File: config.mk
export PLATFORM = sky130hd
export DESIGN_NAME = fsr_top
export DESIGN_NICKNAME = d
export VERILOG_FILES = /design/src/common/fsr_pkg.sv /design/src/fsr_sync.sv /design/src/fsr_top.sv
export VERILOG_INCLUDE_DIRS = /design/src /design/src/common
export SDC_FILE = /design/constraint.sdc
export NUM_CORES = 1
export LEC_CHECK = 0
export BUFFER_PORTS_ARGS = -buffer_cell sky130_fd_sc_hd__buf_2
export CAP_MARGIN = 30
export CORE_UTILIZATION = 55
export CTS_BUF_LIST = sky130_fd_sc_hd__clkbuf_4 sky130_fd_sc_hd__clkbuf_8
export DETAILED_ROUTE_END_ITERATION = 8
export PLACE_DENSITY = 0.77
export SLEW_MARGIN = 15
export SYNTH_ARGS = -nofsm -noshare
export SYNTH_HDL_FRONTEND = slang
export SYNTH_SLANG_ARGS = --single-unit
export TNS_END_PERCENT = 100
File: constraint.sdc
create_clock -name clk -period 5.2 [get_ports clk]
set_input_delay 1.04 -clock clk [delete_from_list [all_inputs] [get_ports clk]]
set_output_delay 1.04 -clock clk [all_outputs]
set_load 0.01 [all_outputs]
File: src/common/fsr_cfg.svh
// Purpose: constants of the fault status and sensor readout block
// Assumes: 200 MHz core clock, byte-wide register file behind the I2C port
// Notes:   included by bare name; definitions only
`ifndef FSR_CFG_SVH
`define FSR_CFG_SVH
`define FSR_ADR_PWR_CTRL   8'h04
`define FSR_ADR_FAULT_CTRL 8'h0b
`define FSR_ADR_OTW_GAIN   8'h16
`define FSR_ADR_RECOVERY   8'h17
`define FSR_ADR_STAT_A     8'h18
`define FSR_ADR_STAT_B     8'h19
`define FSR_ADR_BAT        8'h1a
`define FSR_ADR_TEMP       8'h1b
`define FSR_RST_PWR_CTRL   8'h01
`define FSR_RST_FAULT_CTRL 8'h00
`define FSR_RST_OTW_GAIN   8'h00
`define FSR_RST_RECOVERY   8'h00
`define FSR_THERM_OFF_BIT  0
`define FSR_UV_POWER_STAGE_SUPPLY_BIT    7
`define FSR_UV_VREG_BIT    6
`define FSR_OTF_BIT        1
`define FSR_OTW_BIT        0
`define FSR_LIM_R_BIT      7
`define FSR_CLIP_R_BIT     6
`define FSR_OC_R_BIT       5
`define FSR_BAT_R_BIT      4
`define FSR_LIM_L_BIT      3
`define FSR_CLIP_L_BIT     2
`define FSR_OC_L_BIT       1
`define FSR_BAT_L_BIT      0
`define FSR_GAIN_L_LSB     0
`define FSR_GAIN_R_LSB     4
`define FSR_MANUAL_RECOVERY_TRIGGER_BIT       7
`define FSR_AUTORECOVERY_ATTEMPT_LIMIT_LSB     4
`define FSR_UNDERVOLTAGE_AUTO_RECOVERY_BIT    2
`define FSR_OVERTEMPERATURE_AUTO_RECOVERY_BIT    1
`define FSR_OVERCURRENT_AUTO_RECOVERY_BIT    0
`define FSR_TEMP_OFS_C     60
`define FSR_OTF_C          145
`define FSR_OTW_C          117
`define FSR_OTF_CODE       8'((`FSR_OTF_C) + (`FSR_TEMP_OFS_C))
`define FSR_OTW_CODE       8'((`FSR_OTW_C) + (`FSR_TEMP_OFS_C))
`define FSR_CLK_NS         5
`define FSR_RETRY_NS       1000
`define FSR_RETRY_CYC      8'(((`FSR_RETRY_NS) + (`FSR_CLK_NS) - 1) / (`FSR_CLK_NS))
`define FSR_I2C_ADDR       7'h10
`define FSR_BYTE_BITS      4'h8
`endif

File: src/common/fsr_pkg.sv
// Purpose: types of the fault status and sensor readout block
// Assumes: nothing beyond the cfg header
// Notes:   state codes written out
package fsr_pkg;
	typedef enum logic [3:0] {
		FSR_I_IDLE = 4'h0,
		FSR_I_ADDR = 4'h1,
		FSR_I_AACK = 4'h2,
		FSR_I_SUB  = 4'h3,
		FSR_I_SACK = 4'h4,
		FSR_I_WR   = 4'h5,
		FSR_I_WACK = 4'h6,
		FSR_I_RD   = 4'h7,
		FSR_I_RACK = 4'h8
	} fsr_i2c_state_t;
	typedef enum logic [1:0] {
		FSR_R_RUN  = 2'h0,
		FSR_R_OFF  = 2'h1,
		FSR_R_WAIT = 2'h2
	} fsr_rcv_state_t;
endpackage : fsr_pkg

File: src/fsr_sync.sv
// Purpose: two-flop synchroniser for asynchronous pins
// Assumes: each bit is an independent level
// Notes:   only the second stage leaves the module
`timescale 1ns/100ps
module fsr_sync #(
	parameter int W = 1
) (
	input  wire logic         clk,
	input  wire logic         sys_rst,
	input  wire logic [W-1:0] din,
	output logic      [W-1:0] dout
);
	logic [W-1:0] meta_r;
	always_ff @(posedge clk or posedge sys_rst) begin
		if (sys_rst) begin
			meta_r <= '0;
			dout   <= '0;
		end else begin
			meta_r <= din;
			dout   <= meta_r;
		end
	end
endmodule : fsr_sync

File: src/fsr_top.sv
// Purpose: fault status, sensor readout and fault recovery with I2C register access
// Assumes: converter codes arrive on clk; comparator pins and I2C pins are asynchronous
// Notes:   SDA is open drain, pulled low while sdaOe is high
`timescale 1ns/100ps
`include "fsr_cfg.svh"
module fsr_top
	import fsr_pkg::*;
(
	input  wire logic       clk,
	input  wire logic       sys_rst,
	input  wire logic       sclIn,
	input  wire logic       sdaIn,
	output logic            sdaOut,
	output logic            sdaOe,
	input  wire logic       powerStageSupplyLow,
	input  wire logic       regulatorLow,
	input  wire logic       leftOvercurrent,
	input  wire logic       rightOvercurrent,
	input  wire logic       leftLimiterActive,
	input  wire logic       rightLimiterActive,
	input  wire logic       leftClip,
	input  wire logic       rightClip,
	input  wire logic       leftBatteryAboveThreshold,
	input  wire logic       rightBatteryAboveThreshold,
	input  wire logic [7:0] tempCode,
	input  wire logic       tempValid,
	input  wire logic [7:0] batCode,
	input  wire logic       batValid,
	output logic            tempAdcEn,
	output logic      [1:0] leftThermalGainCut,
	output logic      [1:0] rightThermalGainCut,
	output logic      [7:0] faultReactionCfg,
	output logic            ampShutdown
);
	logic [11:0]    pinSync;
	logic           sclS;
	logic           sdaS;
	logic           sclD_r;
	logic           sdaD_r;
	logic           sclRise;
	logic           sclFall;
	logic           startDet;
	logic           stopDet;
	fsr_i2c_state_t iState_r;
	fsr_i2c_state_t iState_nxt;
	logic [7:0]     shift_r;
	logic [7:0]     shift_nxt;
	logic [3:0]     bitCnt_r;
	logic [3:0]     bitCnt_nxt;
	logic [7:0]     ptr_r;
	logic [7:0]     ptr_nxt;
	logic           rnw_r;
	logic           rnw_nxt;
	logic           mAck_r;
	logic           mAck_nxt;
	logic           sdaOe_nxt;
	logic           wrStb;
	logic [7:0]     rdData;
	logic [7:0]     pwrCtrl_r;
	logic [7:0]     pwrCtrl_nxt;
	logic [7:0]     otwGain_r;
	logic [7:0]     otwGain_nxt;
	logic [7:0]     recovery_r;
	logic [7:0]     recovery_nxt;
	logic [7:0]     faultReactionCfg_nxt;
	logic           mrcvPulse_r;
	logic           mrcvPulse_nxt;
	logic [7:0]     tempReg_r;
	logic [7:0]     tempReg_nxt;
	logic [7:0]     batReg_r;
	logic [7:0]     batReg_nxt;
	logic [7:0]     statA_r;
	logic [7:0]     statA_nxt;
	logic [7:0]     statB_r;
	logic [7:0]     statB_nxt;
	logic           sensorOn;
	logic           tempAdcEn_nxt;
	logic [1:0]     leftGain_nxt;
	logic [1:0]     rightGain_nxt;
	fsr_rcv_state_t rState_r;
	fsr_rcv_state_t rState_nxt;
	logic [7:0]     waitCnt_r;
	logic [7:0]     waitCnt_nxt;
	logic [2:0]     attempts_r;
	logic [2:0]     attempts_nxt;
	logic [2:0]     attemptLimit;
	logic           faultUv;
	logic           faultOt;
	logic           faultOc;
	logic           anyFault;
	logic           needManual;
	logic           ampShutdown_nxt;

	// pin synchronisers
	fsr_sync #(.W(12)) uSync (
		.clk    (clk),
		.sys_rst(sys_rst),
		.din    ({sclIn, sdaIn, powerStageSupplyLow, regulatorLow, leftOvercurrent,
		          rightOvercurrent, leftLimiterActive, rightLimiterActive, leftClip,
		          rightClip, leftBatteryAboveThreshold, rightBatteryAboveThreshold}),
		.dout   (pinSync)
	);
	assign sclS     = pinSync[11];
	assign sdaS     = pinSync[10];
	assign sclRise  = sclS & ~sclD_r;
	assign sclFall  = ~sclS & sclD_r;
	assign startDet = sclS & sclD_r & ~sdaS & sdaD_r;
	assign stopDet  = sclS & sclD_r & sdaS & ~sdaD_r;

	// register read mux
	always_comb begin
		case (ptr_r)
			`FSR_ADR_PWR_CTRL:   rdData = pwrCtrl_r;
			`FSR_ADR_FAULT_CTRL: rdData = faultReactionCfg;
			`FSR_ADR_OTW_GAIN:   rdData = otwGain_r;
			`FSR_ADR_RECOVERY:   rdData = recovery_r;
			`FSR_ADR_STAT_A:     rdData = statA_r;
			`FSR_ADR_STAT_B:     rdData = statB_r;
			`FSR_ADR_BAT:        rdData = batReg_r;
			`FSR_ADR_TEMP:       rdData = tempReg_r;
			default:             rdData = 8'h00;
		endcase
	end

	// i2c slave: address, subaddress, burst write and burst read
	always_comb begin
		iState_nxt = iState_r;
		shift_nxt  = shift_r;
		bitCnt_nxt = bitCnt_r;
		ptr_nxt    = ptr_r;
		rnw_nxt    = rnw_r;
		mAck_nxt   = mAck_r;
		sdaOe_nxt  = sdaOe;
		wrStb      = 1'b0;
		if (startDet) begin
			iState_nxt = FSR_I_ADDR;
			bitCnt_nxt = 4'h0;
			sdaOe_nxt  = 1'b0;
		end else if (stopDet) begin
			iState_nxt = FSR_I_IDLE;
			sdaOe_nxt  = 1'b0;
		end else begin
			case (iState_r)
				FSR_I_ADDR, FSR_I_SUB, FSR_I_WR: begin
					if (sclRise) begin
						shift_nxt  = {shift_r[6:0], sdaS};
						bitCnt_nxt = bitCnt_r + 4'h1;
					end else if (sclFall && bitCnt_r == `FSR_BYTE_BITS) begin
						sdaOe_nxt = 1'b1;
						if (iState_r == FSR_I_ADDR) begin
							if (shift_r[7:1] == `FSR_I2C_ADDR) begin
								rnw_nxt    = shift_r[0];
								iState_nxt = FSR_I_AACK;
							end else begin
								sdaOe_nxt  = 1'b0;
								iState_nxt = FSR_I_IDLE;
							end
						end else if (iState_r == FSR_I_SUB) begin
							ptr_nxt    = shift_r;
							iState_nxt = FSR_I_SACK;
						end else begin
							wrStb      = 1'b1;
							iState_nxt = FSR_I_WACK;
						end
					end
				end
				FSR_I_AACK, FSR_I_SACK, FSR_I_WACK: begin
					if (sclFall) begin
						bitCnt_nxt = 4'h0;
						sdaOe_nxt  = 1'b0;
						iState_nxt = FSR_I_WR;
						if (iState_r == FSR_I_AACK && !rnw_r) begin
							iState_nxt = FSR_I_SUB;
						end else if (iState_r == FSR_I_AACK) begin
							shift_nxt  = rdData;
							sdaOe_nxt  = ~rdData[7];
							bitCnt_nxt = 4'h1;
							iState_nxt = FSR_I_RD;
						end else if (iState_r == FSR_I_WACK) begin
							ptr_nxt = ptr_r + 8'h01;
						end
					end
				end
				FSR_I_RD: begin
					if (sclFall && bitCnt_r == `FSR_BYTE_BITS) begin
						sdaOe_nxt  = 1'b0;
						ptr_nxt    = ptr_r + 8'h01;
						iState_nxt = FSR_I_RACK;
					end else if (sclFall) begin
						shift_nxt  = {shift_r[6:0], 1'b0};
						sdaOe_nxt  = ~shift_r[6];
						bitCnt_nxt = bitCnt_r + 4'h1;
					end
				end
				FSR_I_RACK: begin
					if (sclRise) begin
						mAck_nxt = ~sdaS;
					end else if (sclFall && mAck_r) begin
						shift_nxt  = rdData;
						sdaOe_nxt  = ~rdData[7];
						bitCnt_nxt = 4'h1;
						iState_nxt = FSR_I_RD;
					end else if (sclFall) begin
						iState_nxt = FSR_I_IDLE;
					end
				end
				default: begin
					sdaOe_nxt = 1'b0;
				end
			endcase
		end
	end

	always_ff @(posedge clk or posedge sys_rst) begin
		if (sys_rst) begin
			sclD_r   <= 1'b1;
			sdaD_r   <= 1'b1;
			iState_r <= FSR_I_IDLE;
			shift_r  <= 8'h00;
			bitCnt_r <= 4'h0;
			ptr_r    <= 8'h00;
			rnw_r    <= 1'b0;
			mAck_r   <= 1'b0;
			sdaOe    <= 1'b0;
			sdaOut   <= 1'b0;
		end else begin
			sclD_r   <= sclS;
			sdaD_r   <= sdaS;
			iState_r <= iState_nxt;
			shift_r  <= shift_nxt;
			bitCnt_r <= bitCnt_nxt;
			ptr_r    <= ptr_nxt;
			rnw_r    <= rnw_nxt;
			mAck_r   <= mAck_nxt;
			sdaOe    <= sdaOe_nxt;
			sdaOut   <= 1'b0;
		end
	end

	// writable registers; read-only addresses ignore writes
	always_comb begin
		pwrCtrl_nxt          = pwrCtrl_r;
		faultReactionCfg_nxt = faultReactionCfg;
		otwGain_nxt          = otwGain_r;
		recovery_nxt         = recovery_r;
		mrcvPulse_nxt        = 1'b0;
		if (wrStb) begin
			case (ptr_r)
				`FSR_ADR_PWR_CTRL:   pwrCtrl_nxt = shift_r;
				`FSR_ADR_FAULT_CTRL: faultReactionCfg_nxt = shift_r;
				`FSR_ADR_OTW_GAIN:   otwGain_nxt = shift_r;
				`FSR_ADR_RECOVERY: begin
					recovery_nxt                = shift_r;
					recovery_nxt[`FSR_MANUAL_RECOVERY_TRIGGER_BIT] = 1'b0;
					mrcvPulse_nxt               = shift_r[`FSR_MANUAL_RECOVERY_TRIGGER_BIT];
				end
				default: pwrCtrl_nxt = pwrCtrl_r;
			endcase
		end
	end

	always_ff @(posedge clk or posedge sys_rst) begin
		if (sys_rst) begin
			pwrCtrl_r        <= `FSR_RST_PWR_CTRL;
			faultReactionCfg <= `FSR_RST_FAULT_CTRL;
			otwGain_r        <= `FSR_RST_OTW_GAIN;
			recovery_r       <= `FSR_RST_RECOVERY;
			mrcvPulse_r      <= 1'b0;
		end else begin
			pwrCtrl_r        <= pwrCtrl_nxt;
			faultReactionCfg <= faultReactionCfg_nxt;
			otwGain_r        <= otwGain_nxt;
			recovery_r       <= recovery_nxt;
			mrcvPulse_r      <= mrcvPulse_nxt;
		end
	end

	// readings, live status flags and thermal gain cut
	assign sensorOn = ~pwrCtrl_r[`FSR_THERM_OFF_BIT];
	always_comb begin
		tempAdcEn_nxt = sensorOn;
		tempReg_nxt   = (tempValid && sensorOn) ? tempCode : tempReg_r;
		batReg_nxt    = batValid ? batCode : batReg_r;
		statA_nxt     = 8'h00;
		statA_nxt[`FSR_UV_POWER_STAGE_SUPPLY_BIT] = pinSync[9];
		statA_nxt[`FSR_UV_VREG_BIT] = pinSync[8];
		statA_nxt[`FSR_OTF_BIT] = sensorOn && (tempReg_r > `FSR_OTF_CODE);
		statA_nxt[`FSR_OTW_BIT] = sensorOn && (tempReg_r > `FSR_OTW_CODE);
		statB_nxt[`FSR_OC_L_BIT]   = pinSync[7];
		statB_nxt[`FSR_OC_R_BIT]   = pinSync[6];
		statB_nxt[`FSR_LIM_L_BIT]  = pinSync[5];
		statB_nxt[`FSR_LIM_R_BIT]  = pinSync[4];
		statB_nxt[`FSR_CLIP_L_BIT] = pinSync[3];
		statB_nxt[`FSR_CLIP_R_BIT] = pinSync[2];
		statB_nxt[`FSR_BAT_L_BIT]  = pinSync[1];
		statB_nxt[`FSR_BAT_R_BIT]  = pinSync[0];
		leftGain_nxt  = 2'h0;
		rightGain_nxt = 2'h0;
		if (statA_r[`FSR_OTW_BIT]) begin
			leftGain_nxt  = otwGain_r[`FSR_GAIN_L_LSB +: 2];
			rightGain_nxt = otwGain_r[`FSR_GAIN_R_LSB +: 2];
		end
	end

	always_ff @(posedge clk or posedge sys_rst) begin
		if (sys_rst) begin
			tempAdcEn           <= 1'b0;
			tempReg_r           <= 8'h00;
			batReg_r            <= 8'h00;
			statA_r             <= 8'h00;
			statB_r             <= 8'h00;
			leftThermalGainCut  <= 2'h0;
			rightThermalGainCut <= 2'h0;
		end else begin
			tempAdcEn           <= tempAdcEn_nxt;
			tempReg_r           <= tempReg_nxt;
			batReg_r            <= batReg_nxt;
			statA_r             <= statA_nxt;
			statB_r             <= statB_nxt;
			leftThermalGainCut  <= leftGain_nxt;
			rightThermalGainCut <= rightGain_nxt;
		end
	end

	// fault recovery sequencer
	assign faultUv  = statA_r[`FSR_UV_POWER_STAGE_SUPPLY_BIT] | statA_r[`FSR_UV_VREG_BIT];
	assign faultOt  = statA_r[`FSR_OTF_BIT];
	assign faultOc  = statB_r[`FSR_OC_L_BIT] | statB_r[`FSR_OC_R_BIT];
	assign anyFault = faultUv | faultOt | faultOc;
	assign needManual = (faultUv & ~recovery_r[`FSR_UNDERVOLTAGE_AUTO_RECOVERY_BIT])
	                  | (faultOt & ~recovery_r[`FSR_OVERTEMPERATURE_AUTO_RECOVERY_BIT])
	                  | (faultOc & ~recovery_r[`FSR_OVERCURRENT_AUTO_RECOVERY_BIT]);
	assign attemptLimit = {1'b0, recovery_r[`FSR_AUTORECOVERY_ATTEMPT_LIMIT_LSB +: 2]} + 3'h1;
	always_comb begin
		rState_nxt   = rState_r;
		waitCnt_nxt  = waitCnt_r;
		attempts_nxt = attempts_r;
		case (rState_r)
			FSR_R_RUN: begin
				if (anyFault && (needManual || attempts_r >= attemptLimit)) begin
					rState_nxt = FSR_R_OFF;
				end else if (anyFault) begin
					rState_nxt  = FSR_R_WAIT;
					waitCnt_nxt = 8'h00;
				end
			end
			FSR_R_WAIT: begin
				waitCnt_nxt = waitCnt_r + 8'h01;
				if (waitCnt_r == `FSR_RETRY_CYC - 8'h01) begin
					attempts_nxt = attempts_r + 3'h1;
					rState_nxt   = FSR_R_RUN;
				end
			end
			FSR_R_OFF: begin
				if (mrcvPulse_r) begin
					attempts_nxt = 3'h0;
					rState_nxt   = FSR_R_RUN;
				end
			end
			default: rState_nxt = FSR_R_RUN;
		endcase
		ampShutdown_nxt = (rState_nxt != FSR_R_RUN);
	end

	always_ff @(posedge clk or posedge sys_rst) begin
		if (sys_rst) begin
			rState_r    <= FSR_R_RUN;
			waitCnt_r   <= 8'h00;
			attempts_r  <= 3'h0;
			ampShutdown <= 1'b0;
		end else begin
			rState_r    <= rState_nxt;
			waitCnt_r   <= waitCnt_nxt;
			attempts_r  <= attempts_nxt;
			ampShutdown <= ampShutdown_nxt;
		end
	end

	// checks
	chk_otf_needs_otw: assert property (@(posedge clk) disable iff (sys_rst)
		statA_r[`FSR_OTF_BIT] |-> statA_r[`FSR_OTW_BIT])
		else $error("overtemperature fault without warning");
	chk_otw_code_gate: assert property (@(posedge clk) disable iff (sys_rst)
		(sensorOn && tempReg_r > `FSR_OTW_CODE) |=> statA_r[`FSR_OTW_BIT])
		else $error("warning flag missed above threshold");
	chk_gain_cut_apply: assert property (@(posedge clk) disable iff (sys_rst)
		statA_r[`FSR_OTW_BIT] && $stable(otwGain_r)
		|=> leftThermalGainCut == otwGain_r[`FSR_GAIN_L_LSB +: 2]
		 && rightThermalGainCut == otwGain_r[`FSR_GAIN_R_LSB +: 2])
		else $error("gain cut not applied during warning");
	chk_gain_cut_clear: assert property (@(posedge clk) disable iff (sys_rst)
		!statA_r[`FSR_OTW_BIT] |=> leftThermalGainCut == 2'h0 && rightThermalGainCut == 2'h0)
		else $error("gain cut held after warning ended");
	chk_sensor_enable: assert property (@(posedge clk) disable iff (sys_rst)
		pwrCtrl_r[`FSR_THERM_OFF_BIT] |=> !tempAdcEn && !statA_r[`FSR_OTF_BIT])
		else $error("sensor active while powered down");
	chk_uv_flag: assert property (@(posedge clk) disable iff (sys_rst)
		pinSync[9] |=> statA_r[`FSR_UV_POWER_STAGE_SUPPLY_BIT])
		else $error("supply undervoltage not flagged");
	chk_manual_off: assert property (@(posedge clk) disable iff (sys_rst)
		rState_r == FSR_R_RUN && anyFault && needManual |=> ampShutdown [*2])
		else $error("manual fault did not keep amplifier off");
	chk_retry_delay: assert property (@(posedge clk) disable iff (sys_rst)
		rState_r == FSR_R_RUN && anyFault && !needManual && attempts_r < attemptLimit
		|=> ampShutdown ##[1:250] !ampShutdown)
		else $error("automatic retry not released in time");
	chk_attempt_cap: assert property (@(posedge clk) disable iff (sys_rst)
		attempts_r <= attemptLimit || rState_r == FSR_R_OFF || !$stable(recovery_r))
		else $error("recovery attempts exceed limit");
	chk_manual_recovery_trigger_release: assert property (@(posedge clk) disable iff (sys_rst)
		rState_r == FSR_R_OFF && mrcvPulse_r |=> !ampShutdown && attempts_r == 3'h0)
		else $error("manual recovery trigger ignored");
	cov_auto_retry: cover property (@(posedge clk) disable iff (sys_rst)
		rState_r == FSR_R_WAIT ##1 rState_r == FSR_R_RUN);
	cov_manual_recover: cover property (@(posedge clk) disable iff (sys_rst)
		rState_r == FSR_R_OFF && mrcvPulse_r);
	cov_reg_read: cover property (@(posedge clk) disable iff (sys_rst)
		iState_r == FSR_I_RD && ptr_r == `FSR_ADR_TEMP);
	cov_gain_cut: cover property (@(posedge clk) disable iff (sys_rst)
		leftThermalGainCut != 2'h0);
endmodule : fsr_top

# ---- Yosys cells after proc, flatten, opt, wreduce, memory -nomap -nowiden
# Cells that the tools add are included.
# Widths: inputs -> output; s select.
dict set report word_totals {
  regBits 132
  latchBits 0
  ram_bits 0
  romBits 0
  inputBits 32
  out_inout_bits 16
  word_cells 233
  mem_count 0
}
dict set report classes {
  add_sub_neg 5
  n_mul 0
  n_div 0
  order_cmp 3
  eq_ne 55
  shift 0
  muxes 82
  bitwise 29
  reduce_logical 32
}
# operator count
set ops {}
lappend ops {{$mux 8} 19}
lappend ops {{$mux 4} 18}
lappend ops {{$pmux 8 s8} 1}
lappend ops {{$eq 8x5->1 const B} 6}
lappend ops {{$ne 2x2->1 const B} 20}
lappend ops {{$pmux 4 s4} 2}
lappend ops {{$pmux 8 s4} 1}
lappend ops {{$mux 1} 24}
lappend ops {{$ne 4x4->1 const B} 6}
lappend ops {{$pmux 8 s3} 1}
lappend ops {{$mux 2} 9}
lappend ops {{$ne 3x3->1 const B} 6}
lappend ops {{$add 8x1->8 const B} 2}
lappend ops {{$eq 4x3->1 const B} 4}
lappend ops {{$gt 8x8->1 const B} 2}
lappend ops {{$pmux 8 s2} 1}
lappend ops {{$reduce_and 7->1} 2}
lappend ops {{$not 1->1} 13}
lappend ops {{$reduce_and 12->1} 1}
lappend ops {{$reduce_and 11->1} 1}
lappend ops {{$and 1x1->1} 10}
lappend ops {{$ne 5x5->1 const B} 2}
lappend ops {{$mux 3} 3}
lappend ops {{$eq 4x2->1 const B} 2}
lappend ops {{other kinds (31)} 50}

# ---- Logic depth before layout (Yosys ltp)
# Gate-level depths: netlist of run 1.
dict set report depth {
  word_depth 9
  depth_mapped 9
  depth_no_buf 9
}

# ---- By module
# A second synthesis of run 1 with hierarchy kept.
dict set report hier_totals {
  cells_unflattened 554
  hier_area_um2 6140.9
}
# module instances cells_each area_each_um2 seq_area_each_um2
set modules_own_cells {}
lappend modules_own_cells {fsr_top 1 529 5536.6 2706.3}
lappend modules_own_cells {fsr_sync 1 25 604.3 600.6}

# ---- Worst setup path after synthesis of run 1
# No wires, ideal clock.
dict set report synth_timing {
  path_kind {input to register}
  startpoint {input port tempValid}
  endpoint {register tempReg_r[0]}
  setup_ps 125
  t_arrival_ps 1782
  t_required_ps 5075
  slack_ps 3294
  stages 3
  n_path_buf 1
  path_cell_list {nor2b_1 clkbuf_1 mux2_2}
}
dict set report synth_between {
  elab_chain_cells 1
}
# item line
set synth_lines {}
lappend synth_lines {{start, declared} fsr_top.sv:26} ;# input wire logic tempValid,
lappend synth_lines {{$logic_and 1x1->1} fsr_top.sv:282} ;# tempReg_nxt = (tempValid && sensorOn) ? tempCode : tempReg_r;
lappend synth_lines {{end signal, assigned} fsr_top.sv:316} ;# tempReg_r <= tempReg_nxt;
lappend synth_lines {{end, declared} fsr_top.sv:68} ;# logic [7:0] tempReg_r;
# No other way between the ends.
# A chain may end at the register's enable or synchronous reset.

# ---- Worst setup path in the final report of run 1
dict set report layout_timing {
  startpoint {register ptr_r[1]}
  endpoint {register shift_r[1]}
}
dict set report layout_between {
  elab_chain_cells 6
  word_cells_on_any_way 15
  classes_between {eq/ne: 8; mux: 7}
}
# item line
set layout_lines {}
lappend layout_lines {{start, declared} fsr_top.sv:50} ;# logic [7:0] ptr_r;
lappend layout_lines {{start signal, assigned} fsr_top.sv:232} ;# ptr_r <= ptr_nxt;
lappend layout_lines {{$eq 8x5->1 (tied with other cells)} fsr_top.sv:112} ;# case (ptr_r)
lappend layout_lines {{$pmux 8 s8 (*)} fsr_top.sv:112}
lappend layout_lines {{$mux 8} fsr_top.sv:174} ;# end else if (iState_r == FSR_I_AACK) begin
lappend layout_lines {{$mux 8} fsr_top.sv:172} ;# if (iState_r == FSR_I_AACK && !rnw_r) begin
lappend layout_lines {{$mux 8} fsr_top.sv:168} ;# if (sclFall) begin
lappend layout_lines {{$pmux 8 s4 (*)} fsr_top.sv:143} ;# case (iState_r)
lappend layout_lines {{end signal, assigned} fsr_top.sv:230} ;# shift_r <= shift_nxt;
lappend layout_lines {{end, declared} fsr_top.sv:46} ;# logic [7:0] shift_r;
# Mark *: on every way between the ends. The rest lies on a longest branch, timed or not. The select of a mux whose other input is x is not followed.

==> results of run 1 <==
through the flow:
stage	util [%]	cell area (sq um)	hold WS (ns)
after floorplan	-	6279	0.3312
after global placement	59.68	6555	0.3311
after detailed placement	59.68	6555	0.3347
after CTS	63.65	6990	0.3444
after global routing	63.72	6998	0.3539
final	63.72	6998	0.3423
power breakdown:
part | leakage [uW] | switching, uW | internal [uW]
Clock | 0.000214 | 403 | 540
Combinational | 0.00128 | 515 | 355
Sequential | 0.00166 | 265 | 1160
Total | 0.00315 | 1180 | 2050
logic make-up after synthesis:
kind of cell,after synthesis,synth area share (%)
multiplexers,50,9.187
XOR/XNOR,4,0.5579
buffers and inverters,43,3.228
flip-flops,132,52.67
AO/OA/AOI/OAI,141,15.90
AND/OR/NAND/NOR,181,16.00
other,1,0.05973
adder cells (fa/ha/maj),12,2.391
area by class of cell:
cell class	count	area (sq um)	share of cell area, %
Tap cell	140	175.2	2.503
Clock inverter	12	178.9	2.557
Clock buffer	20	256.5	3.665
Multi-Input combinational cell	389	2769	39.57
Inverter	15	58.81	0.8403
Timing Repair Buffer	49	252.7	3.612
Sequential cell	132	3307	47.26
worst min path at each step:
stage	from	endpoint	depth (start not counted)
5_1_grt	uSync.meta_r[2]$_DFF_PP0_	uSync.dout[2]$_DFF_PP0_	0
6_report	uSync.meta_r[4]$_DFF_PP0_	uSync.dout[4]$_DFF_PP0_	0
3_3_place_gp	uSync.meta_r[3]$_DFF_PP0_	uSync.dout[3]$_DFF_PP0_	0
3_5_place_dp	uSync.meta_r[2]$_DFF_PP0_	uSync.dout[2]$_DFF_PP0_	0
4_1_cts	uSync.meta_r[4]$_DFF_PP0_	uSync.dout[4]$_DFF_PP0_	0
2_1_floorplan	uSync.dout[8]$_DFF_PP0_	statA_r[6]$_DFF_PP0_	0
routing by layer:
metal	vias up	GRT usage (%)	wire length (microns)	part of all wire, %
li1	2141	-	-	-
met1	2258	38.13	6605	48
met2	180	36.17	6062	44
met3	14	6.276	870	6.4
met4	0	8.591	138	1.0
met5	-	0	0	0
cells in the final DEF, fill, tap and decap left out, types with 4 or more instances in the layout:
master | synthesis | final
nand2_1 | 42 | 42
and2b_1 | 4 | 4
a211o_1 | 4 | 4
inv_1 | 15 | 14
clkbuf_8 | 0 | 17
o211ai_1 | 4 | 4
nor2_1 | 42 | 42
nand4_1 | 6 | 6
o22ai_1 | 8 | 8
nor3_1 | 8 | 8
or3_1 | 4 | 4
nand3_1 | 20 | 20
bufinv_16 | 0 | 4
xor2_1 | 4 | 4
a31oi_1 | 12 | 12
and3_1 | 6 | 6
mux2_2 | 45 | 45
buf_2 | 9 | 46
a221oi_1 | 4 | 4
and2_1 | 7 | 7
a21oi_1 | 28 | 28
nor2b_1 | 5 | 5
o21ai_0 | 26 | 26
a22oi_1 | 14 | 14
a22o_1 | 8 | 8
a211oi_1 | 4 | 4
ha_1 | 12 | 12
mux2_4 | 4 | 4
dfrtp_1 | 129 | 129
nand2b_1 | 6 | 6
==> impl_metrics.py, run 1 <==
metrics = {
    "floorplan": {
        "coreArea_sq_um": 10980,
        "fp.dieW_microns": 108.8,
        "row_count": 38,
        "initial_core_util_pct": 57.17,
        "io_pins": 48,
        "die_h_microns": 108.8,
        "dieArea_sq_um": 11850,
    },
    "clock_network": {
        "cts_tree": "done",
        "htreeDepth": 4,
        "clock_latency_ns": 0.44,
        "cts_buffers": 17,
        "cts.path.max_buffers": 2,
        "post-cts-setup-buffers": 0,
        "clk_pin_slew_worst_paths_ns": 0.07,
        "cts_resized": 0,
        "root_buffer": "clkbuf_8",
        "clock_sinks": 132,
        "cts_hold_buf": 0,
    },
    "placed_design": {
        "gp_congestion": 0.9353,
        "placed_cells_incl_taps": 724,
        "dp_hpwl_mm": 9.657,
        "pre_cts_ws_ns": 2.740,
        "io_buffers": 46,
    },
    "timing": {
        "final-hold-violation-count": 0,
        "min_period_ns": 2.531,
        "fin_setup_tns_ns": 0,
        "finalSetupViolCount": 0,
        "slew_headroom_pct": 38.72,
        "fmax_ghz": 0.3951,
        "period_share_pct": 48.67,
        "setup_ws_ns": 2.669,
        "final_max_slew_viol_count": 0,
        "skew_ns": 0.01458,
        "rsz0062_at_grt": "false",
        "tightest_slew_ns": 0.9108,
    },
    "critical_path": {
        "crit_cells": 7,
        "path_buf_inv": 0,
        "r2r_start": "ptr_r[1]$_DFFE_PP0P_",
        "startpoint": "ptr_r[1]$_DFFE_PP0P_",
        "cpMostUsedCell": "a31oi_1",
        "critPathSlowestCell": "ha_1",
        "reg2reg_slack_ns": 2.67,
        "endpoint": "shift_r[1]$_DFFE_PP0P_",
        "startpoint_type": "flip-flop",
        "end_kind": "flip-flop",
        "setup.worst_path.class": "flip-flop to flip-flop",
        "arrival_ns": 2.89,
        "crit_chain": "ha_1, and3b_1, a22oi_1, o22ai_1, a31oi_1, a211o_1, a31oi_1",
        "cp_max_fo": 20,
        "required_ns": 5.56,
        "r2r-end": "shift_r[1]$_DFFE_PP0P_",
        "slowest_delay_ns": 0.67,
        "r2r_cells": 7,
        "path_delay_family": "compound AO/OA/AOI/OAI gates",
    },
    "grt": {
        "antenna_found_initial": 0,
        "track_usage_pct": 25.51,
        "overflow": 0,
        "grt_pass1_vias": 4310,
        "grt_first_pass_wirelength_mm": 22.47,
        "grt_start_max_net_pins": 56,
    },
    "route": {
        "viasPerCell": 6.067,
        "num_vias": 4593,
        "drc": 0,
        "drt-total-wl_mm": 13.68,
        "drt_iter0_drc": 515,
        "avgRoutedWirePerCell_microns": 18.07,
        "drt_pass1_iterations": 5,
        "ant_nets": 0,
    },
    "power": {
        "vdd_ir_drop_max_mv": 0.3485,
        "power.density_nw_per_um2": 462.0,
        "p_leak_uw": 0.003151,
        "finalPower_uw": 3233,
    },
    "yosys": {
        "synth_seq_cells": 132,
        "ys_types": 72,
        "synth.most_common_cell": "dfrtp_1",
        "netlist_top_cells_area": "dfrtp_1, mux2_2, nand2_1, nor2_1, ha_1",
        "synthFlopType": "dfrtp_1",
        "ys_top_cells_by_count": "dfrtp_1, mux2_2, nand2_1, nor2_1, a21oi_1",
        "ys_warn_count": 0,
        "ys_seq_area_share_pct": 52.67,
        "netlist.area_leader.share_pct": 51.41,
        "yosysTopAreaCell": "dfrtp_1",
        "synth_area_sq_um": 6279,
        "synth.net_count": 608,
        "synth_area_per_cell_sq_um": 11.13,
        "ys_async_sr_fraction_pct": 100.0,
        "synth_edf_count": 0,
        "synth_cells": 564,
    },
    "layout": {
        "diodes": 0,
        "reg_top3": "uSync.dout: 12 flops, uSync.meta_r: 12 flops",
        "fin_cells": 757,
        "nFillCells": 838,
        "nNetsFinal": 648,
        "area_delta_synth_final_pct": 11.46,
        "drive_gt1_share_pct": 25.28,
    },
    "status": {
        "status": "complete, no violations",
    },
    "min_path": {
        "hp-class": "flip-flop to flip-flop",
    },
    "flow_run": {
        "cap_violations": 0,
    },
}
No activity file was read; power rests on OpenSTA's default activity.
==> run 2, diff against run 1 <==
--- a/config.mk
+++ b/config.mk
@@ -11,7 +11,7 @@
 export CORE_UTILIZATION = 55
 export CTS_BUF_LIST = sky130_fd_sc_hd__clkbuf_4 sky130_fd_sc_hd__clkbuf_8
 export DETAILED_ROUTE_END_ITERATION = 8
-export PLACE_DENSITY = 0.77
+export PLACE_DENSITY = 0.8
 export SLEW_MARGIN = 15
 export SYNTH_ARGS = -nofsm -noshare
 export SYNTH_HDL_FRONTEND = slang
==> constraint.sdc (replaced) <==
create_clock -name clk -period 2.1 [get_ports clk]
set_input_delay 0.42 -clock clk [delete_from_list [all_inputs] [get_ports clk]]
set_output_delay 0.42 -clock clk [all_outputs]
set_load 0.01 [all_outputs]
==> run 2 against run 1 <==
  * Register-to-register slack got worse by 2.6 ns
  * Critical path depth up 2
  * Clock power grew 140%
  * Combinational power increased to 3.5 times the previous value
  * Hold slack worse by 0.28 ns
  * Sequential cell count is the same
==> impl_metrics.py, run 2 (synthesis gave the netlist of run 1 again) <==
metrics = {
    "layout": {
        "drive_gt1_share_pct": 34.13,
        "nFillCells": 794,
        "diodes": 0,
        "final_common_cell": "dfrtp_1",
        "final_cell_mix": "dfrtp_1, buf_4, buf_2",
        "area_delta_synth_final_pct": 19.41,
        "nNetsFinal": 702,
        "reg_top3": "uSync.dout: 12 flops, uSync.meta_r: 12 flops",
    },
    "timing": {
        "final-hold-violation-count": 0,
        "tightest_slew_ns": 0.6235,
        "period_share_pct": 98.65,
        "fmax_ghz": 0.4827,
        "slew_headroom_pct": 58.43,
        "finalSetupViolCount": 0,
        "skew_ns": 0.01475,
        "final_max_slew_viol_count": 0,
        "rsz0062_at_grt": "true",
        "min_period_ns": 2.072,
        "setup_ws_ns": 0.02829,
        "hold_ws_ns": 0.06153,
    },
    "floorplan": {
        "row_count": 38,
        "coreArea_sq_um": 10980,
        "io_pins": 48,
        "initial_core_util_pct": 57.17,
        "dieArea_sq_um": 11850,
        "die_h_microns": 108.8,
        "fp.dieW_microns": 108.8,
    },
    "placed_design": {
        "dp_hpwl_mm": 10.49,
        "io_buffers": 46,
        "pre_cts_ws_ns": -0.06650,
        "gp_congestion": 0.8967,
    },
    "power": {
        "p_leak_uw": 0.003428,
        "vdd_ir_drop_max_mv": 1.002,
        "power.density_nw_per_um2": 1154,
    },
    "clock_network": {
        "root_buffer": "clkbuf_8",
        "htreeDepth": 4,
        "clk_pin_slew_worst_paths_ns": 0.09,
        "cts_tree": "done",
        "cts_buffers": 17,
        "cts.path.max_buffers": 2,
        "clock_latency_ns": 0.46,
        "clock_sinks": 132,
    },
    "grt": {
        "grt_start_max_net_pins": 84,
        "track_usage_pct": 27.16,
        "overflow": 0,
        "antenna_found_initial": 0,
        "grt_first_pass_wirelength_mm": 24.07,
        "grt_pass1_vias": 4794,
    },
    "route": {
        "drt_pass1_iterations": 7,
        "ant_nets": 0,
        "avgRoutedWirePerCell_microns": 18.70,
        "drt_iter0_drc": 497,
        "drt-total-wl_mm": 15.17,
        "drc": 0,
        "num_vias": 4979,
        "viasPerCell": 6.139,
    },
    "critical_path": {
        "startpoint": "ptr_r[0]$_DFFE_PP0P_",
        "end_kind": "flip-flop",
        "arrival_ns": 2.41,
        "setup.worst_path.class": "flip-flop to flip-flop",
        "startpoint_type": "flip-flop",
        "cp_max_fo": 4,
        "r2r_start": "ptr_r[0]$_DFFE_PP0P_",
        "required_ns": 2.44,
    },
    "flow_run": {
        "cap_violations": 0,
    },
    "min_path": {
        "hp-class": "input port to flip-flop",
        "min-delay-start": "rightOvercurrent",
    },
    "status": {
        "status": "complete, no violations",
    },
}
run 2: cell count changes in the layout (fill, tap and decap cells not counted), sizes merged:
| cell | change |
|---|---|
| buf | +53 |
| inv | +7 |
| clkbuf | -3 |
| bufinv | -2 |
| clkinv | -1 |
| clkinvlp | -1 |
| dlygate4sd3 | +1 |
run 2: stage by stage:
stage          std cells  area (sq um)  power, uW   TNS [ns]  utilization [%]
6_report             811          7497       8655          0            68.26
5_1_grt              811          7497       9094   -0.06438            68.26
4_1_cts              806          7385       8420  -0.006009            67.24
3_5_place_dp         773          6937       6119    -0.2240            63.16
3_3_place_gp         773          6937       6005   -0.03969            63.16
2_1_floorplan        564          6282       5121          0                -
run 2: area by class of cell:
class / instances / area (sq um) / share of cell area [%]
Multi-Input combinational cell: 389 / 2846 / 37.97
Clock inverter: 15 / 186.4 / 2.487
Timing Repair Buffer: 103 / 680.7 / 9.079
Inverter: 15 / 62.56 / 0.8344
Tap cell: 140 / 175.2 / 2.336
Sequential cell: 132 / 3312 / 44.18
Clock buffer: 17 / 234.0 / 3.121
run 2: metal layers:
metal | part of all wire, % | GRT usage, % | wire length (microns) | vias to the layer above
li1 | - | - | - | 2263
met1 | 44 | 37.51 | 6734 | 2482
met2 | 46 | 40.69 | 7010 | 202
met3 | 7.3 | 8.189 | 1114 | 32
met4 | 2.0 | 9.459 | 308 | 0
met5 | 0 | 0 | 0 | -
run 2: worst max-delay path: stages (launching register included):
cell and delay [ns]:
dfrtp_2 0.44, inv_4 0.06, ha_4 0.16, buf_4 0.13
a22o_1 0.21, a221oi_2 0.25, o22ai_1 0.13, a21oi_1 0.18
o21ai_0 0.09, mux2_2 0.28
run 2: what timing repair did:
item / CTS / global route
gates resized for setup: 7 / 24
hold buffers: 1 / 0
pin swaps: 5 / 14
endpoints found under the setup margin: 11 / 44
hold endpoints to repair: 2 / 0
buffers inserted: 0 / 5
run 2: power breakdown:
part           switching, uW  leakage, uW  internal (uW)
clock                   1160     0.000215           1120
sequential               494      0.00165           2870
combinational           1660      0.00156           1350
run 2: worst paths after layout:
| kind | cells past startpoint | endpoint | slack (ns) |
|---|---|---|---|
| setup / recovery | 9 | shift_r[6]$_DFFE_PP0P_ | 0.03 |
| hold reg to reg | 0 | uSync.dout[3]$_DFF_PP0_ | 0.35 |
| max in group asynchronous | 4 | ptr_r[5]$_DFFE_PP0P_ | 0.89 |
| hold / removal | 1 | uSync.meta_r[6]$_DFF_PP0_ | 0.06 |
| min in group asynchronous | 3 | uSync.meta_r[9]$_DFF_PP0_ | 0.39 |
| setup reg to reg | 9 | shift_r[6]$_DFFE_PP0P_ | 0.03 |
